### src/hw/nrf_pkg.sv
// constants, opcodes and states of the nibble operand-access block
// assumes a 4-bit core whose sequencer issues one operand op at a time
`default_nettype none

package nrf_pkg;

  // data memory geometry
  localparam int NIB_W = 4;
  localparam int ROW_A_W = 7;
  localparam int GR_WORDS = 16;
  localparam int CTRL_REGS = 64;
  localparam int CTRL_USED_N = 14;
  localparam int CTRL_UNUSED_N = 50;

  // data memory map, nibble addresses within a bank
  localparam logic [6:0] DBF_FIRST = 7'h0C;
  localparam logic [6:0] DBF_LAST = 7'h0F;
  localparam logic [6:0] SHARED_FIRST = 7'h70;
  localparam logic [6:0] SYS_FIRST = 7'h74;
  localparam logic [6:0] SYS_LAST = 7'h7F;

  // register-file map
  localparam logic [6:0] CTRL_LAST = 7'h3F;
  localparam logic [6:0] RF_MEM_FIRST = 7'h40;

  // system nibble offsets (low nibble of 7xH)
  localparam logic [3:0] SYS_ADDR3 = 4'h4;
  localparam logic [3:0] SYS_ADDR2 = 4'h5;
  localparam logic [3:0] SYS_ADDR1 = 4'h6;
  localparam logic [3:0] SYS_ADDR0 = 4'h7;
  localparam logic [3:0] SYS_WIN = 4'h8;
  localparam logic [3:0] SYS_BANK = 4'h9;
  localparam logic [3:0] SYS_RP_HIGH = 4'hD;
  localparam logic [3:0] SYS_RP_LOW = 4'hE;

  // peripheral addresses
  localparam logic [7:0] PA_NRZ_LOW = 8'h03;
  localparam logic [7:0] PA_NRZ_HIGH = 8'h04;
  localparam logic [7:0] PA_TMR_COUNT = 8'h05;
  localparam logic [7:0] PA_TMR_MOD = 8'h06;
  localparam logic [7:0] PA_ADDR_PTR = 8'h40;

  // reset values, undefined-read values and the high period mask
  localparam logic [15:0] DBF_RESET = 16'h0320;
  localparam logic [15:0] ADDR_PTR_RESET = 16'h0000;
  localparam logic [7:0] PERIPH_RESET = 8'h00;
  localparam logic [3:0] NIB_ZERO = 4'h0;
  localparam logic [3:0] UNDEF_NIB = 4'h0;
  localparam logic [7:0] UNDEF_BYTE = 8'h00;
  localparam logic [7:0] HIGH_MOD_MASK = 8'h7F;

  // operations from the sequencer
  typedef enum logic [3:0] {
    OP_NOP,
    OP_MEM_RD,
    OP_MEM_WR,
    OP_GR_RD,
    OP_GR_WR,
    OP_SPACE_READ_OP,
    OP_SPACE_WRITE_OP,
    OP_PUT,
    OP_GET,
    OP_TABLE_LOAD_OP
  } nrf_op_e;

  // block sequencing
  typedef enum logic [1:0] {
    ST_IDLE,
    ST_READ,
    ST_TABLE
  } nrf_state_e;

  // read data source latched at request time
  typedef enum logic [2:0] {
    SRC_RAM,
    SRC_SYS,
    SRC_DBF,
    SRC_CTRL,
    SRC_UNDEF
  } nrf_src_e;

endpackage : nrf_pkg

`default_nettype wire

### src/hw/nrf_ram_if.sv
// port bundle between the access logic and the nibble data memory
// assumes one clock shared by both ends
`default_nettype none

interface nrf_ram_if #(parameter int ADDR_W = 8);
  logic [ADDR_W-1:0] addr;
  logic we;
  logic [3:0] wdata;
  logic [3:0] rdata;

  modport ctrl (output addr, output we, output wdata, input rdata);
  modport mem (input addr, input we, input wdata, output rdata);
endinterface : nrf_ram_if

`default_nettype wire

### src/hw/nrf_core_access.sv
// operand access: general-register row, transfer buffer, table load,
// register file with space_read_op/space_write_op, and the system nibbles of the core
// assumes a sequencer issuing one op at a time and waiting on busy;
// program memory answers pm_data combinationally from pm_addr
//
// Contract
// [RULE1] register window is one sixteen-nibble row
// [RULE2] large variant: four pointer bits, two banks
// [RULE3] small variant: three pointer bits, bank zero
// [RULE4] one op reaches any memory or window nibble
// [RULE5] window nibbles share storage with data memory
// [RULE6] transfer buffer sits at 0CH-0FH
// [RULE7] timer count read, modulo write, periods both
// [RULE8] high period bit seven dropped, reads zero
// [RULE9] address pointer uses four nibbles, upper masked
// [RULE10] table load copies program word into buffer
// [RULE11] writes to read-only registers change nothing
// [RULE12] unused peripheral address: undefined read, inert write
// [RULE13] space_read_op/space_write_op 00H-3FH always control registers
// [RULE14] space_read_op/space_write_op 40H-7FH map onto data memory
// [RULE15] sixty-four control addresses, fourteen implemented
// [RULE16] unused control address: undefined read, ignored write
// [RULE17] space_read_op copies register-file nibble to window
// [RULE18] space_write_op copies window to register-file nibble
// [RULE19] system nibbles 74H-7FH ignore the bank
// [RULE20] table load: push, then pop next cycle
// [RULE21] window address is bank, row, column field
`default_nettype none

module nrf_core_access
  import nrf_pkg::*;
#(
  parameter bit TWO_BANKS = 1'b1,
  parameter int ADDR_PTR_BITS = 13,
  parameter logic [63:0] CTRL_USED = 64'h0000_0000_0000_3FFF,
  parameter logic [63:0] CTRL_RO = 64'h0000_0000_0000_0000
)
(
  input wire logic mclk,
  input wire logic reset,
  input wire logic op_valid,
  input wire nrf_op_e op_code,
  input wire logic [7:0] op_addr,
  input wire logic [3:0] op_col,
  input wire logic [3:0] op_data,
  output logic op_busy,
  output logic op_done,
  output logic [3:0] op_rdata,
  output logic [3:0] window_value,
  output logic [5:0] ctrl_addr,
  output logic ctrl_wstb,
  output logic [3:0] ctrl_wdata,
  input wire logic [3:0] ctrl_rdata,
  output logic [7:0] nrz_low_period_modulo,
  output logic nrz_low_wstb,
  output logic [7:0] nrz_high_period_modulo,
  output logic nrz_high_wstb,
  output logic [7:0] timer_modulo_value,
  output logic timer_modulo_wstb,
  input wire logic [7:0] timer_count_value,
  output logic [15:0] pm_addr,
  input wire logic [15:0] pm_data,
  output logic stack_push,
  output logic stack_pop
);

  localparam int RAM_AW = TWO_BANKS ? 8 : 7;
  localparam logic [15:0] ADDR_MASK = 16'((32'd1 << ADDR_PTR_BITS) - 32'd1);

  ////////////////////////////////////////////////////////////////////////////
  // state

  nrf_state_e state_r;
  nrf_src_e src_r;
  logic [3:0] pend_nib_r;
  logic pend_space_read_op_r;
  logic busy_r;
  logic done_r;
  logic [3:0] rdata_r;
  logic [15:0] dbf_r;
  logic [15:0] addr_ptr_r;
  logic [3:0] wr_r;
  logic bank_r;
  logic [3:0] rp_high_r;
  logic [3:0] rp_low_r;
  logic [5:0] ctrl_addr_r;
  logic ctrl_wstb_r;
  logic [3:0] ctrl_wdata_r;
  logic [7:0] nrz_low_r;
  logic nrz_low_wstb_r;
  logic [7:0] nrz_high_r;
  logic nrz_high_wstb_r;
  logic [7:0] tmr_mod_r;
  logic tmr_mod_wstb_r;
  logic [15:0] pm_addr_r;
  logic push_r;
  logic pop_r;

  nrf_ram_if #(.ADDR_W(RAM_AW)) ram_bus ();

  nrf_data_ram #(.ADDR_W(RAM_AW)) u_ram (
    .mclk (mclk),
    .ram  (ram_bus)
  );

  ////////////////////////////////////////////////////////////////////////////
  // operand decode

  wire logic take = op_valid && (state_r == ST_IDLE);
  wire logic is_gr = (op_code == OP_GR_RD) || (op_code == OP_GR_WR);
  wire logic is_rf = (op_code == OP_SPACE_READ_OP) || (op_code == OP_SPACE_WRITE_OP);
  wire logic is_rd = (op_code == OP_MEM_RD) || (op_code == OP_GR_RD) || (op_code == OP_SPACE_READ_OP);
  wire logic is_wr = (op_code == OP_MEM_WR) || (op_code == OP_GR_WR) || (op_code == OP_SPACE_WRITE_OP);

  // window row and bank from the pointer
  wire logic [2:0] gr_row = rp_low_r[3:1]; // RULE1
  wire logic gr_bank = TWO_BANKS ? rp_high_r[0] : 1'b0; // RULE2 RULE3

  // effective nibble address
  wire logic [6:0] a7 = is_gr ? {gr_row, op_col} : op_addr[6:0]; // RULE21 RULE4
  wire logic in_shared = (a7 >= SHARED_FIRST); // RULE19
  wire logic want_bank = is_gr ? gr_bank : bank_r;
  wire logic eff_bank = in_shared ? 1'b0 : (want_bank & TWO_BANKS); // RULE19

  // target selection
  wire logic hit_ctrl = is_rf && (a7 <= CTRL_LAST); // RULE13 RULE14
  wire logic [5:0] ctrl_idx = a7[5:0];
  wire logic ctrl_used = CTRL_USED[ctrl_idx]; // RULE15
  wire logic ctrl_ro = CTRL_RO[ctrl_idx];
  wire logic hit_dbf = !hit_ctrl && !eff_bank && (a7 >= DBF_FIRST) && (a7 <= DBF_LAST); // RULE6
  wire logic hit_sys = !hit_ctrl && (a7 >= SYS_FIRST) &&
                       ((a7[3:0] <= SYS_BANK) || (a7[3:0] == SYS_RP_HIGH) ||
                        (a7[3:0] == SYS_RP_LOW));

  // write data: window for space_write_op, operand otherwise
  wire logic [3:0] wdat = (op_code == OP_SPACE_WRITE_OP) ? wr_r : op_data; // RULE18
  wire logic do_wr = take && is_wr && !hit_ctrl;
  wire logic ctrl_wr_ok = take && (op_code == OP_SPACE_WRITE_OP) && hit_ctrl &&
                          ctrl_used && !ctrl_ro; // RULE11 RULE16

  // same storage for window and plain memory ops
  assign ram_bus.addr = RAM_AW'({eff_bank, a7}); // RULE5
  assign ram_bus.we = do_wr && !hit_dbf && !hit_sys;
  assign ram_bus.wdata = wdat;

  ////////////////////////////////////////////////////////////////////////////
  // read-source mux

  wire logic [15:0] ptr_vis = addr_ptr_r & ADDR_MASK; // RULE9
  logic [3:0] sys_nib;
  logic [3:0] dbf_nib;
  logic [3:0] rd_nib;

  // system nibbles held in flops
  always_comb
  begin
    case (pend_nib_r)
      SYS_ADDR3: sys_nib = ptr_vis[15:12];
      SYS_ADDR2: sys_nib = ptr_vis[11:8];
      SYS_ADDR1: sys_nib = ptr_vis[7:4];
      SYS_ADDR0: sys_nib = ptr_vis[3:0];
      SYS_WIN: sys_nib = wr_r;
      SYS_BANK: sys_nib = {3'b000, bank_r};
      SYS_RP_HIGH: sys_nib = rp_high_r;
      SYS_RP_LOW: sys_nib = rp_low_r;
      default: sys_nib = NIB_ZERO;
    endcase
  end

  // buffer nibble 0 holds the low nibble
  always_comb
  begin
    case (pend_nib_r[1:0])
      2'h0: dbf_nib = dbf_r[3:0];
      2'h1: dbf_nib = dbf_r[7:4];
      2'h2: dbf_nib = dbf_r[11:8];
      default: dbf_nib = dbf_r[15:12];
    endcase
  end

  // pick the answer of a pending read
  always_comb
  begin
    case (src_r)
      SRC_RAM: rd_nib = ram_bus.rdata;
      SRC_SYS: rd_nib = sys_nib;
      SRC_DBF: rd_nib = dbf_nib;
      SRC_CTRL: rd_nib = ctrl_rdata;
      default: rd_nib = UNDEF_NIB; // RULE16
    endcase
  end

  ////////////////////////////////////////////////////////////////////////////
  // sequencing and read capture

  always_ff @(posedge mclk)
  begin
    if (reset)
    begin
      state_r <= ST_IDLE;
      src_r <= SRC_RAM;
      pend_nib_r <= NIB_ZERO;
      pend_space_read_op_r <= 1'b0;
      rdata_r <= NIB_ZERO;
      done_r <= 1'b0;
      busy_r <= 1'b0;
      ctrl_addr_r <= 6'h00;
      pm_addr_r <= ADDR_PTR_RESET;
      push_r <= 1'b0;
      pop_r <= 1'b0;
    end
    else
    begin
      done_r <= 1'b0;
      push_r <= 1'b0;
      pop_r <= 1'b0;
      case (state_r)
        ST_IDLE:
        begin
          if (take && is_rd)
          begin
            state_r <= ST_READ;
            busy_r <= 1'b1;
            pend_nib_r <= a7[3:0];
            pend_space_read_op_r <= (op_code == OP_SPACE_READ_OP);
            ctrl_addr_r <= ctrl_idx;
            if (hit_ctrl)
              src_r <= ctrl_used ? SRC_CTRL : SRC_UNDEF; // RULE13 RULE16
            else if (hit_sys)
              src_r <= SRC_SYS; // RULE19
            else if (hit_dbf)
              src_r <= SRC_DBF;
            else
              src_r <= SRC_RAM; // RULE14
          end
          else if (take && (op_code == OP_TABLE_LOAD_OP))
          begin
            state_r <= ST_TABLE;
            busy_r <= 1'b1;
            pm_addr_r <= ptr_vis; // RULE10
            push_r <= 1'b1; // RULE20
          end
          else if (take && (op_code != OP_NOP))
          begin
            done_r <= 1'b1;
            if (ctrl_wr_ok)
              ctrl_addr_r <= ctrl_idx;
          end
        end
        ST_READ:
        begin
          state_r <= ST_IDLE;
          busy_r <= 1'b0;
          done_r <= 1'b1;
          if (!pend_space_read_op_r)
            rdata_r <= rd_nib;
        end
        ST_TABLE:
        begin
          state_r <= ST_IDLE;
          busy_r <= 1'b0;
          done_r <= 1'b1;
          pop_r <= 1'b1; // RULE20
        end
        default:
        begin
          state_r <= ST_IDLE;
          busy_r <= 1'b0;
        end
      endcase
    end
  end

  ////////////////////////////////////////////////////////////////////////////
  // system nibbles: window, bank, pointer

  always_ff @(posedge mclk)
  begin
    if (reset)
    begin
      wr_r <= NIB_ZERO;
      bank_r <= 1'b0;
      rp_high_r <= NIB_ZERO;
      rp_low_r <= NIB_ZERO;
    end
    else if (state_r == ST_READ && pend_space_read_op_r)
    begin
      wr_r <= rd_nib; // RULE17
    end
    else if (do_wr && hit_sys)
    begin
      case (a7[3:0])
        SYS_WIN: wr_r <= wdat;
        SYS_BANK: bank_r <= wdat[0] & TWO_BANKS;
        SYS_RP_HIGH: rp_high_r <= TWO_BANKS ? wdat : NIB_ZERO; // RULE2 RULE3
        SYS_RP_LOW: rp_low_r <= wdat;
        default: wr_r <= wr_r;
      endcase
    end
  end

  ////////////////////////////////////////////////////////////////////////////
  // address pointer: nibble writes and peripheral transfer

  always_ff @(posedge mclk)
  begin
    if (reset)
      addr_ptr_r <= ADDR_PTR_RESET;
    else if (take && op_code == OP_PUT && op_addr == PA_ADDR_PTR)
      addr_ptr_r <= dbf_r & ADDR_MASK; // RULE9
    else if (do_wr && hit_sys && a7[3:0] == SYS_ADDR3)
      addr_ptr_r[15:12] <= wdat & ADDR_MASK[15:12];
    else if (do_wr && hit_sys && a7[3:0] == SYS_ADDR2)
      addr_ptr_r[11:8] <= wdat & ADDR_MASK[11:8];
    else if (do_wr && hit_sys && a7[3:0] == SYS_ADDR1)
      addr_ptr_r[7:4] <= wdat & ADDR_MASK[7:4];
    else if (do_wr && hit_sys && a7[3:0] == SYS_ADDR0)
      addr_ptr_r[3:0] <= wdat & ADDR_MASK[3:0];
  end

  ////////////////////////////////////////////////////////////////////////////
  // transfer buffer: nibble writes, peripheral reads, table load

  always_ff @(posedge mclk)
  begin
    if (reset)
      dbf_r <= DBF_RESET;
    else if (state_r == ST_TABLE)
      dbf_r <= pm_data; // RULE10
    else if (do_wr && hit_dbf)
    begin
      case (a7[1:0])
        2'h0: dbf_r[3:0] <= wdat; // RULE6
        2'h1: dbf_r[7:4] <= wdat;
        2'h2: dbf_r[11:8] <= wdat;
        default: dbf_r[15:12] <= wdat;
      endcase
    end
    else if (take && op_code == OP_GET)
    begin
      case (op_addr)
        PA_NRZ_LOW: dbf_r[7:0] <= nrz_low_r; // RULE7
        PA_NRZ_HIGH: dbf_r[7:0] <= nrz_high_r & HIGH_MOD_MASK; // RULE8
        PA_TMR_COUNT: dbf_r[7:0] <= timer_count_value; // RULE7
        PA_ADDR_PTR: dbf_r <= ptr_vis; // RULE9
        default: dbf_r[7:0] <= UNDEF_BYTE; // RULE12
      endcase
    end
  end

  ////////////////////////////////////////////////////////////////////////////
  // peripheral registers loaded from the buffer

  always_ff @(posedge mclk)
  begin
    if (reset)
    begin
      nrz_low_r <= PERIPH_RESET;
      nrz_high_r <= PERIPH_RESET;
      tmr_mod_r <= PERIPH_RESET;
      nrz_low_wstb_r <= 1'b0;
      nrz_high_wstb_r <= 1'b0;
      tmr_mod_wstb_r <= 1'b0;
    end
    else
    begin
      nrz_low_wstb_r <= 1'b0;
      nrz_high_wstb_r <= 1'b0;
      tmr_mod_wstb_r <= 1'b0;
      if (take && op_code == OP_PUT)
      begin
        case (op_addr)
          PA_NRZ_LOW:
          begin
            nrz_low_r <= dbf_r[7:0]; // RULE7
            nrz_low_wstb_r <= 1'b1;
          end
          PA_NRZ_HIGH:
          begin
            nrz_high_r <= dbf_r[7:0] & HIGH_MOD_MASK; // RULE8
            nrz_high_wstb_r <= 1'b1;
          end
          PA_TMR_MOD:
          begin
            tmr_mod_r <= dbf_r[7:0]; // RULE7
            tmr_mod_wstb_r <= 1'b1;
          end
          default: nrz_low_r <= nrz_low_r; // RULE11 RULE12
        endcase
      end
    end
  end

  ////////////////////////////////////////////////////////////////////////////
  // control-register write strobe

  always_ff @(posedge mclk)
  begin
    if (reset)
    begin
      ctrl_wstb_r <= 1'b0;
      ctrl_wdata_r <= NIB_ZERO;
    end
    else
    begin
      ctrl_wstb_r <= ctrl_wr_ok; // RULE18 RULE16
      if (ctrl_wr_ok)
        ctrl_wdata_r <= wr_r;
    end
  end

  ////////////////////////////////////////////////////////////////////////////
  // outputs

  assign op_busy = busy_r;
  assign op_done = done_r;
  assign op_rdata = rdata_r;
  assign window_value = wr_r;
  assign ctrl_addr = ctrl_addr_r;
  assign ctrl_wstb = ctrl_wstb_r;
  assign ctrl_wdata = ctrl_wdata_r;
  assign nrz_low_period_modulo = nrz_low_r;
  assign nrz_low_wstb = nrz_low_wstb_r;
  assign nrz_high_period_modulo = nrz_high_r;
  assign nrz_high_wstb = nrz_high_wstb_r;
  assign timer_modulo_value = tmr_mod_r;
  assign timer_modulo_wstb = tmr_mod_wstb_r;
  assign pm_addr = pm_addr_r;
  assign stack_push = push_r;
  assign stack_pop = pop_r;

endmodule : nrf_core_access

`default_nettype wire

### src/hw/nrf_data_ram.sv
// nibble-wide data memory, both banks, registered read data
// assumes the access logic takes rdata in the cycle after it presents addr
`default_nettype none

module nrf_data_ram
  import nrf_pkg::*;
#(
  parameter int ADDR_W = 8
)
(
  input wire logic mclk,
  nrf_ram_if.mem ram
);

  logic [3:0] mem_r [0:(1<<ADDR_W)-1];
  logic [3:0] rdata_r;

  // write, then registered read
  always_ff @(posedge mclk)
  begin
    if (ram.we)
    begin
      mem_r[ram.addr] <= ram.wdata;
    end
    rdata_r <= mem_r[ram.addr];
  end

  assign ram.rdata = rdata_r;

endmodule : nrf_data_ram

`default_nettype wire

### config.mk
export PLATFORM = sky130hd
export DESIGN_NAME = nrf_core_access
export DESIGN_NICKNAME = d
export VERILOG_FILES = /design/src/hw/nrf_pkg.sv /design/src/hw/nrf_ram_if.sv /design/src/hw/nrf_core_access.sv /design/src/hw/nrf_data_ram.sv
export SDC_FILE = /design/constraint.sdc
export NUM_CORES = 1
export LEC_CHECK = 0
export ABC_AREA = 1
export ABC_CLOCK_PERIOD_IN_PS = 8000
export BUFFER_PORTS_ARGS = -buffer_cell sky130_fd_sc_hd__buf_2
export CELL_PAD_IN_SITES_DETAIL_PLACEMENT = 2
export CELL_PAD_IN_SITES_GLOBAL_PLACEMENT = 2
export CORE_UTILIZATION = 41
export DETAILED_ROUTE_END_ITERATION = 10
export PLACE_DENSITY = 0.87
export SKIP_CTS_REPAIR_TIMING = 1
export SLEW_MARGIN = 10
export SYNTH_ARGS = -nofsm -noshare
export SYNTH_HDL_FRONTEND = slang
export SYNTH_SLANG_ARGS = --single-unit
### constraint.sdc
create_clock -name mclk -period 8 [get_ports mclk]
set_clock_uncertainty 0.05 [all_clocks]
set_input_delay 1.6 -clock mclk [delete_from_list [all_inputs] [get_ports mclk]]
set_output_delay 1.6 -clock mclk [all_outputs]
set_load 0.005 [all_outputs]
==> results of run 1 <==
-- per-stage QoR --
| stage | utilization, % | hold WS (ps) |
|---|---|---|
| final | 46.9 | 423 |
| after global routing | 46.9 | 442 |
| after CTS | 46.9 | 418 |
| after detailed placement | 43.6 | 408 |
| after global placement | 43.6 | 395 |
| after floorplan | - | 380 |
-- critical path: stages --
cell     delay (ps)
buf_2           110
nor2_1          230
nand2_2         170
nand2_4         240
nand2_1         420
nand2_8         550
nor2_4           90
nand2_2         100
nand4_1         110
nand2_2         160
nand2_1         110
nor2_4          750
nand3_1         940
nor2_1          670
-- area by class of cell --
class                      count  area share, %
multi-input combinational   3359           25.8
timing repair buffer         165           2.02
clock inverter                58          0.940
inverter                     133          0.990
sequential                  1106           60.6
tap                         1500           3.54
clock buffer                 164           6.19
-- where the power goes --
part	leakage [nW]	internal, mW	total [mW]	switching (mW)
clock	1.85	3.08	5.57	2.49
combinational	9.11	0.236	1.21	0.973
sequential	9.90	6.37	6.40	0.0264
-- synth_stat cells (2+ instances only) --
library cell  count
ha_1              4
a31oi_1           6
nor4_1            2
nor3_1           16
or2_2             4
inv_1           119
o21ai_0         129
nand2_2          13
a22oi_1           2
nor2_2            7
nor2_4            4
inv_2            12
a211oi_1         15
o2111ai_1         4
a21oi_1         102
nor2_1          419
edfxtp_1        992
nand2_1        2333
buf_2            87
dfxtp_1         114
buf_4             7
clkbuf_1        120
o22ai_1           7
clkinv_1          2
o21ai_2           6
buf_1            18
buf_6             2
o21ai_1           3
nand4_1          44
nand3_1         144
o211ai_1          4
-- registers in the layout, summed over array words and instances, names as in the netlist, 2 cells and up --
register,cells
timer_modulo_value,8
window_value,4
ctrl_wdata,4
rp_low_r,4
addr_ptr_r,13
op_rdata,4
ctrl_addr,6
src_r,3
pend_nib_r,4
state_r,2
u_ram.mem_r,992
nrz_high_period_modulo,7
pm_addr,13
rp_high_r,4
dbf_r,16
nrz_low_period_modulo,8
u_ram.ram.rdata,4
-- cell families (layout without fill, tap and decap cells) --
group	count (synthesis)	after routing	synth area share (%)
AND/OR/NAND/NOR	2989	2989	24.9
flip-flops	1106	1106	68.5
adder cells (fa/ha/maj)	4	4	0.107
AO/OA/AOI/OAI	282	282	3.30
buffers and inverters	367	520	3.26
other	1	84	0.00801
-- placed cells by master (no fill, tap or decap), types with 16 or more instances in the layout --
cell / Yosys / final
clkinv_1: 2 / 25
clkbuf_16: 0 / 121
a21oi_1: 102 / 102
edfxtp_1: 992 / 992
inv_2: 12 / 17
nand2_1: 2333 / 2329
buf_4: 7 / 44
o21ai_0: 129 / 129
inv_1: 119 / 109
buf_2: 87 / 112
clkinv_2: 0 / 20
conb_1: 1 / 84
dfxtp_1: 114 / 114
nand3_1: 144 / 144
nor3_1: 16 / 16
clkbuf_1: 120 / 34
nor2_1: 419 / 416
nand4_1: 44 / 44
-- path summary, 6_finish.rpt --
check,from,endpoint,slack [ps],cells after the start
min,addr_ptr_r[4]$_SDFFE_PP0P_,addr_ptr_r[4]$_SDFFE_PP0P_,420,2
min reg2reg,addr_ptr_r[4]$_SDFFE_PP0P_,addr_ptr_r[4]$_SDFFE_PP0P_,420,2
max reg2reg,state_r[0]$_SDFFE_PP0P_,u_ram.mem_r[88][3]$_DFFE_PP_,3290,10
max,op_code[3],u_ram.mem_r[88][3]$_DFFE_PP_,1990,14
-- per-layer routing --
layer / vias up / part of all wire, %
met2: 1616 / 50
met1: 19300 / 38
met5: - / 0.046
met4: 14 / 5.1
li1: 15800 / -
met3: 562 / 6.6
==> qor.txt, run 1 <==
Drt via density = 5.76
H-tree lvl count = 3
CTS Buffer Depth = 3
Total area of multi-input combinational cells = 13600 sq um
Post-Syn Instances = 4749
Outcome = finished with violations
Ports = 117
Pwr dens = 249 nW/um^2
Slew at the pin closest to its max-slew limit = 1480 ps
CTS buffer count = 120
Worst setup margin = 1990 ps
Critical-path maximum fanout = 71
Starting Density = 41.5%
Final std cells w/o fill = 6485
Number of max-cap violations = 1
Area growth syn-to-layout = 13.1%
Register Area = 32100 sq um
Tot Pwr = 13.2 mW
Detail-routed net length per standard cell = 29.4 um
Global route hottest layer = met2
Clock latency on the worst-skew pair = 750 ps
Number of fill cells = 11700
First-pass GRT wire length = 280000 um
Library cells used by synthesis = 39
WP data arrival = 6340 ps
Die Ht = 340 um
Drt pass-1 iters = 6
HP Class = register to register
Syn Std Cell Area = 46800 sq um
IR drop worst, VDD = 0.198 mV
Failing checks = capacitance limit
CTS clock-pin slew for the worst setup and hold paths = 60 ps
TNS Setup = 0 ps
Nature of the critical path startpoint = primary input
Register area share after synthesis = 68.5%
Yosys top cell area share = 63.6%
Global-route usage over all layers = 32.8%
Setup Viol. Count Final = 0
Period Utilization, post-route = 75.1%
GR Util met1 = 39.1%
DR iter-0 viols = 3506
Critical path class = primary input to register
Critical Path Sink Type = register
Grt total ovfl = 0
Area after DPL = 49200 sq um
Number of global-route vias before repair = 41700
CTS tree = yes
Fmax = 0.166 GHz
Initial antenna violation count = 10
Slew Viols, Final = 0
Synthesis-stage register bit count = 1106
Gp weighted congestion = 0.880
CTS root buf = clkbuf_16
Synth top area cells = edfxtp_1 (64%), nand2_1 (19%), dfxtp_1 (4.9%)
Worst path required time = 8330 ps
Met3 GRT Util = 5.74%
Share of layout cells above drive strength 1 = 7.98%
Dpl cells = 6263
CORE AREA = 113000 sq um
Total Nets Final = 4940
Synth Area per Inst = 9.86 sq um
Clock tree sinks = 1106
Pin count of the biggest net entering global routing = 161
Drt total wl = 191000 um
Leakage = 20.9 nW
Fin area = 53000 sq um
Top FF cell, synth = edfxtp_1
Final worst path period need = 6010 ps
FP Rows = 123
Via count = 37300
N_diodes = 0
EDFF count, synth = 992
Final Hold Fails = 0
Full die area = 116000 sq um
Unrepaired setup endpoints after global routing = false
I/O Buffers = 112
Die W = 340 um
Hpwl dp = 110000 um
Met2 Use GR = 57.5%
Post-place setup slack = 1340 ps
Synth warn = 0
Antenna viol nets, final = 0
Number of remaining DRC errors = 0
Slew headroom = 0.904%
Ys async rst share = 0%
Largest area contributor in the netlist = edfxtp_1
Note: power is estimated with default switching activity, not from simulation.
==> run 2, diff against run 1 <==
--- a/config.mk
+++ b/config.mk
@@ -6,13 +6,13 @@
 export NUM_CORES = 1
 export LEC_CHECK = 0
 export ABC_AREA = 1
-export ABC_CLOCK_PERIOD_IN_PS = 8000
+export ABC_CLOCK_PERIOD_IN_PS = 5460
 export BUFFER_PORTS_ARGS = -buffer_cell sky130_fd_sc_hd__buf_2
 export CELL_PAD_IN_SITES_DETAIL_PLACEMENT = 2
 export CELL_PAD_IN_SITES_GLOBAL_PLACEMENT = 2
-export CORE_UTILIZATION = 41
+export CORE_UTILIZATION = 37
 export DETAILED_ROUTE_END_ITERATION = 10
-export PLACE_DENSITY = 0.87
+export PLACE_DENSITY = 0.84
 export SKIP_CTS_REPAIR_TIMING = 1
 export SLEW_MARGIN = 10
 export SYNTH_ARGS = -nofsm -noshare
==> constraint.sdc (replaced) <==
create_clock -name mclk -period 5.46 [get_ports mclk]
set_clock_uncertainty 0.05 [all_clocks]
set_input_delay 1.092 -clock mclk [delete_from_list [all_inputs] [get_ports mclk]]
set_output_delay 1.092 -clock mclk [all_outputs]
set_load 0.005 [all_outputs]
==> run 2 against run 1 <==
The run now ends clean. Via count shrank 2.2%. Sequential share of layout area shrank 0.67 points. Register-to-register slack lost 1900 ps. Highest routed layer unchanged. Die area grew 11%. Count of clock-buffer cells in the layout shrank 4. Critical endpoint is now u_ram.mem_r[201][0]$_DFFE_PP_.
==> qor.txt, run 2 (synthesis results as in run 1) <==
Outcome = complete, no violations (was finished with violations)
Period Utilization, post-route = 83.5%
IR drop worst, VDD = 0.261 mV (was 0.198 mV)
Final worst path period need = 4560 ps
Crit-path cells = buf_2 -> nor2_1 -> nand2_2 -> nand2_4 -> nand2_1 -> nand2_8 -> nor2_4 -> nand2_2 -> nand4_1 -> nand2_2 -> nand2_1 -> nor2_4 -> buf_4 -> nand3_1 -> nor2_1 (was buf_2 -> nor2_1 -> nand2_2 -> nand2_4 -> nand2_1 -> nand2_8 -> nor2_4 -> nand2_2 -> nand4_1 -> nand2_2 -> nand2_1 -> nor2_4 -> nand3_1 -> nor2_1)
DR iter-0 viols = 2965 (was 3506)
Met2 WL = 89700 um (was 96100 um)
WL met1 = 72000 um (was 72400 um)
Worst reg2reg startpoint = state_r[1]$_SDFFE_PP0P_ (was state_r[0]$_SDFFE_PP0P_)
Max reg flops = 992 (unchanged)
Number of max-cap violations = 0 (was 1)
Pint = 14.4 mW (was 9.69 mW)
Via count = 36500 (was 37300)
Setup Viol. Count Final = 0 (unchanged)
Switching portion of total power = 25.7% (was 26.5%)
Max Used Layer = met5 (unchanged)
Nature of the critical path startpoint = primary input (unchanged)
CTS root buf = clkbuf_16 (unchanged)
P_sw = 4.97 mW (was 3.49 mW)
CTS buffer count = 119 (was 120)
Number of global-route vias before repair = 40600 (was 41700)
Slew headroom = 19.3% (was 0.904%)
Clock latency on the worst-skew pair = 760 ps (was 750 ps)
Area growth syn-to-layout = 14.3% (was 13.1%)
H-tree lvl count = 3 (unchanged)
Hpwl dp = 107000 um (was 110000 um)
TNS Setup = 0 ps (unchanged)
Drt pass-1 iters = 5 (was 6)
Die W = 358 um (was 340 um)
Comb pwr share = 9.1% (was 9.2%)
Critical Path Start = op_code[3] (unchanged)
Pin count of the biggest net entering global routing = 142 (was 161)
HP Class = register to register (unchanged)
Global-route usage over all layers = 28.1% (was 32.8%)
Worst setup margin = 901 ps (was 1990 ps)
Full die area = 128000 sq um (was 116000 sq um)
I/O Buffers = 112 (unchanged)
Flop pwr share = 48.5% (about the same)
Drt via density = 5.48 (was 5.76)
Worst path most repeated cell = nand2_2 (unchanged)
FP Rows = 130 (was 123)
Critical path class = primary input to register (unchanged)
Hold Crit Start = rp_high_r[3]$_SDFFE_PP0P_ (was addr_ptr_r[4]$_SDFFE_PP0P_)
Gp weighted congestion = 0.865 (was 0.880)
Clk pwr share = 42.4% (was 42.3%)
Worst path slowest cell = nand3_1 (unchanged)
Antenna viol nets, final = 0 (unchanged)
Drt total wl = 180000 um (was 191000 um)
Critical-path maximum fanout = 35 (was 71)
First-pass GRT wire length = 266000 um (was 280000 um)
Share of layout cells above drive strength 1 = 8.60% (was 7.98%)
Leakage = 21.1 nW (was 20.9 nW)
Number of remaining DRC errors = 0 (unchanged)
Post-layout util = 42.6% (was 46.9%)
CORE AREA = 126000 sq um (was 113000 sq um)
Total Nets Final = 4970 (was 4940)
Most common cell after layout, fill and taps aside = nand2_1 (unchanged)
WP data arrival = 4880 ps (was 6340 ps)
Die Ht = 358 um (was 340 um)
CTS clock-pin slew for the worst setup and hold paths = 60 ps (about the same)
Detail-routed net length per standard cell = 27.0 um (was 29.4 um)
Fmax = 0.219 GHz
Pwr dens = 361 nW/um^2 (was 249 nW/um^2)
Slew Viols, Final = 0 (unchanged)
CTS tree = yes (unchanged)
Regs by FF count = u_ram.mem_r (992), dbf_r (16) (unchanged)
Worst path required time = 5780 ps (was 8330 ps)
Met3 Wirelength = 10300 um (was 12600 um)
Largest Register = u_ram.mem_r (unchanged)
Ports = 117 (unchanged)
Unrepaired setup endpoints after global routing = false (unchanged)
Initial antenna violation count = 5 (was 10)
CTS Buffer Depth = 3 (unchanged)
Grt total ovfl = 0 (unchanged)
Most frequent cells in the layout = nand2_1 (2332), edfxtp_1 (992), nor2_1 (417) (was nand2_1 (2329), edfxtp_1 (992), nor2_1 (416))
N_diodes = 0 (unchanged)
Final Hold Fails = 0 (unchanged)
Post-place setup slack = 347 ps (was 1340 ps)
Clock tree sinks = 1106 (unchanged)
Max stage delay on crit path = 680 ps (was 940 ps)
Critical Path Sink Type = register (unchanged)
Slew at the pin closest to its max-slew limit = 1200 ps (was 1480 ps)
Starting Density = 37.3% (was 41.5%)
-- run 2: final timing paths --
kind	end	slack (ps)	cells after the start
max reg2reg	u_ram.mem_r[201][0]$_DFFE_PP_	1390	12
min	rp_high_r[3]$_SDFFE_PP0P_	420	2
max	u_ram.mem_r[201][0]$_DFFE_PP_	900	15
min reg2reg	rp_high_r[3]$_SDFFE_PP0P_	420	2
-- run 2: layout make-up --
| type | instances | area (sq um) |
|---|---|---|
| Clock buffer | 160 | 3370 |
| Clock inverter | 57 | 487 |
| Fill cell | 13300 | 72000 |
| Inverter | 133 | 520 |
| Sequential cell | 1106 | 32100 |
| Tap cell | 1650 | 2060 |
| Multi-Input combinational cell | 3359 | 13600 |
| Timing Repair Buffer | 196 | 1420 |
-- run 2: critical path: cells and delay by family --
kind / cells / cell delay [ps]
buffers and inverters: 2 / 330
AND/OR/NAND/NOR: 13 / 3420
-- run 2: through the flow --
stage                     instance area, sq um  power, mW  hold slack (ps)  instances
after floorplan                          47200       10.5              380       4832
after global placement                   49700       11.2              392       6444
after detailed placement                 49700       11.3              412       6444
after CTS                                53600       19.4              425       6661
after global routing                     53600       19.8              444       6661
final                                    53600       19.3              423       6661
-- run 2: power by group through the flow --
stage	registers, mW	logic [mW]	clock network (mW)
4_1_cts	9.37	1.75	8.29
5_1_grt	9.38	1.88	8.57
3_5_place_dp	9.55	1.71	0
6_report	9.37	1.76	8.20
2_1_floorplan	9.56	0.923	0
3_3_place_gp	9.55	1.62	0
-- run 2: metal layers --
layer  vias to the layer above  GRT usage, %
met5                         -             0
met4                         4          11.9
met3                       460          4.45
met2                      1300          48.8
met1                     18800          34.6
li1                      15900             -
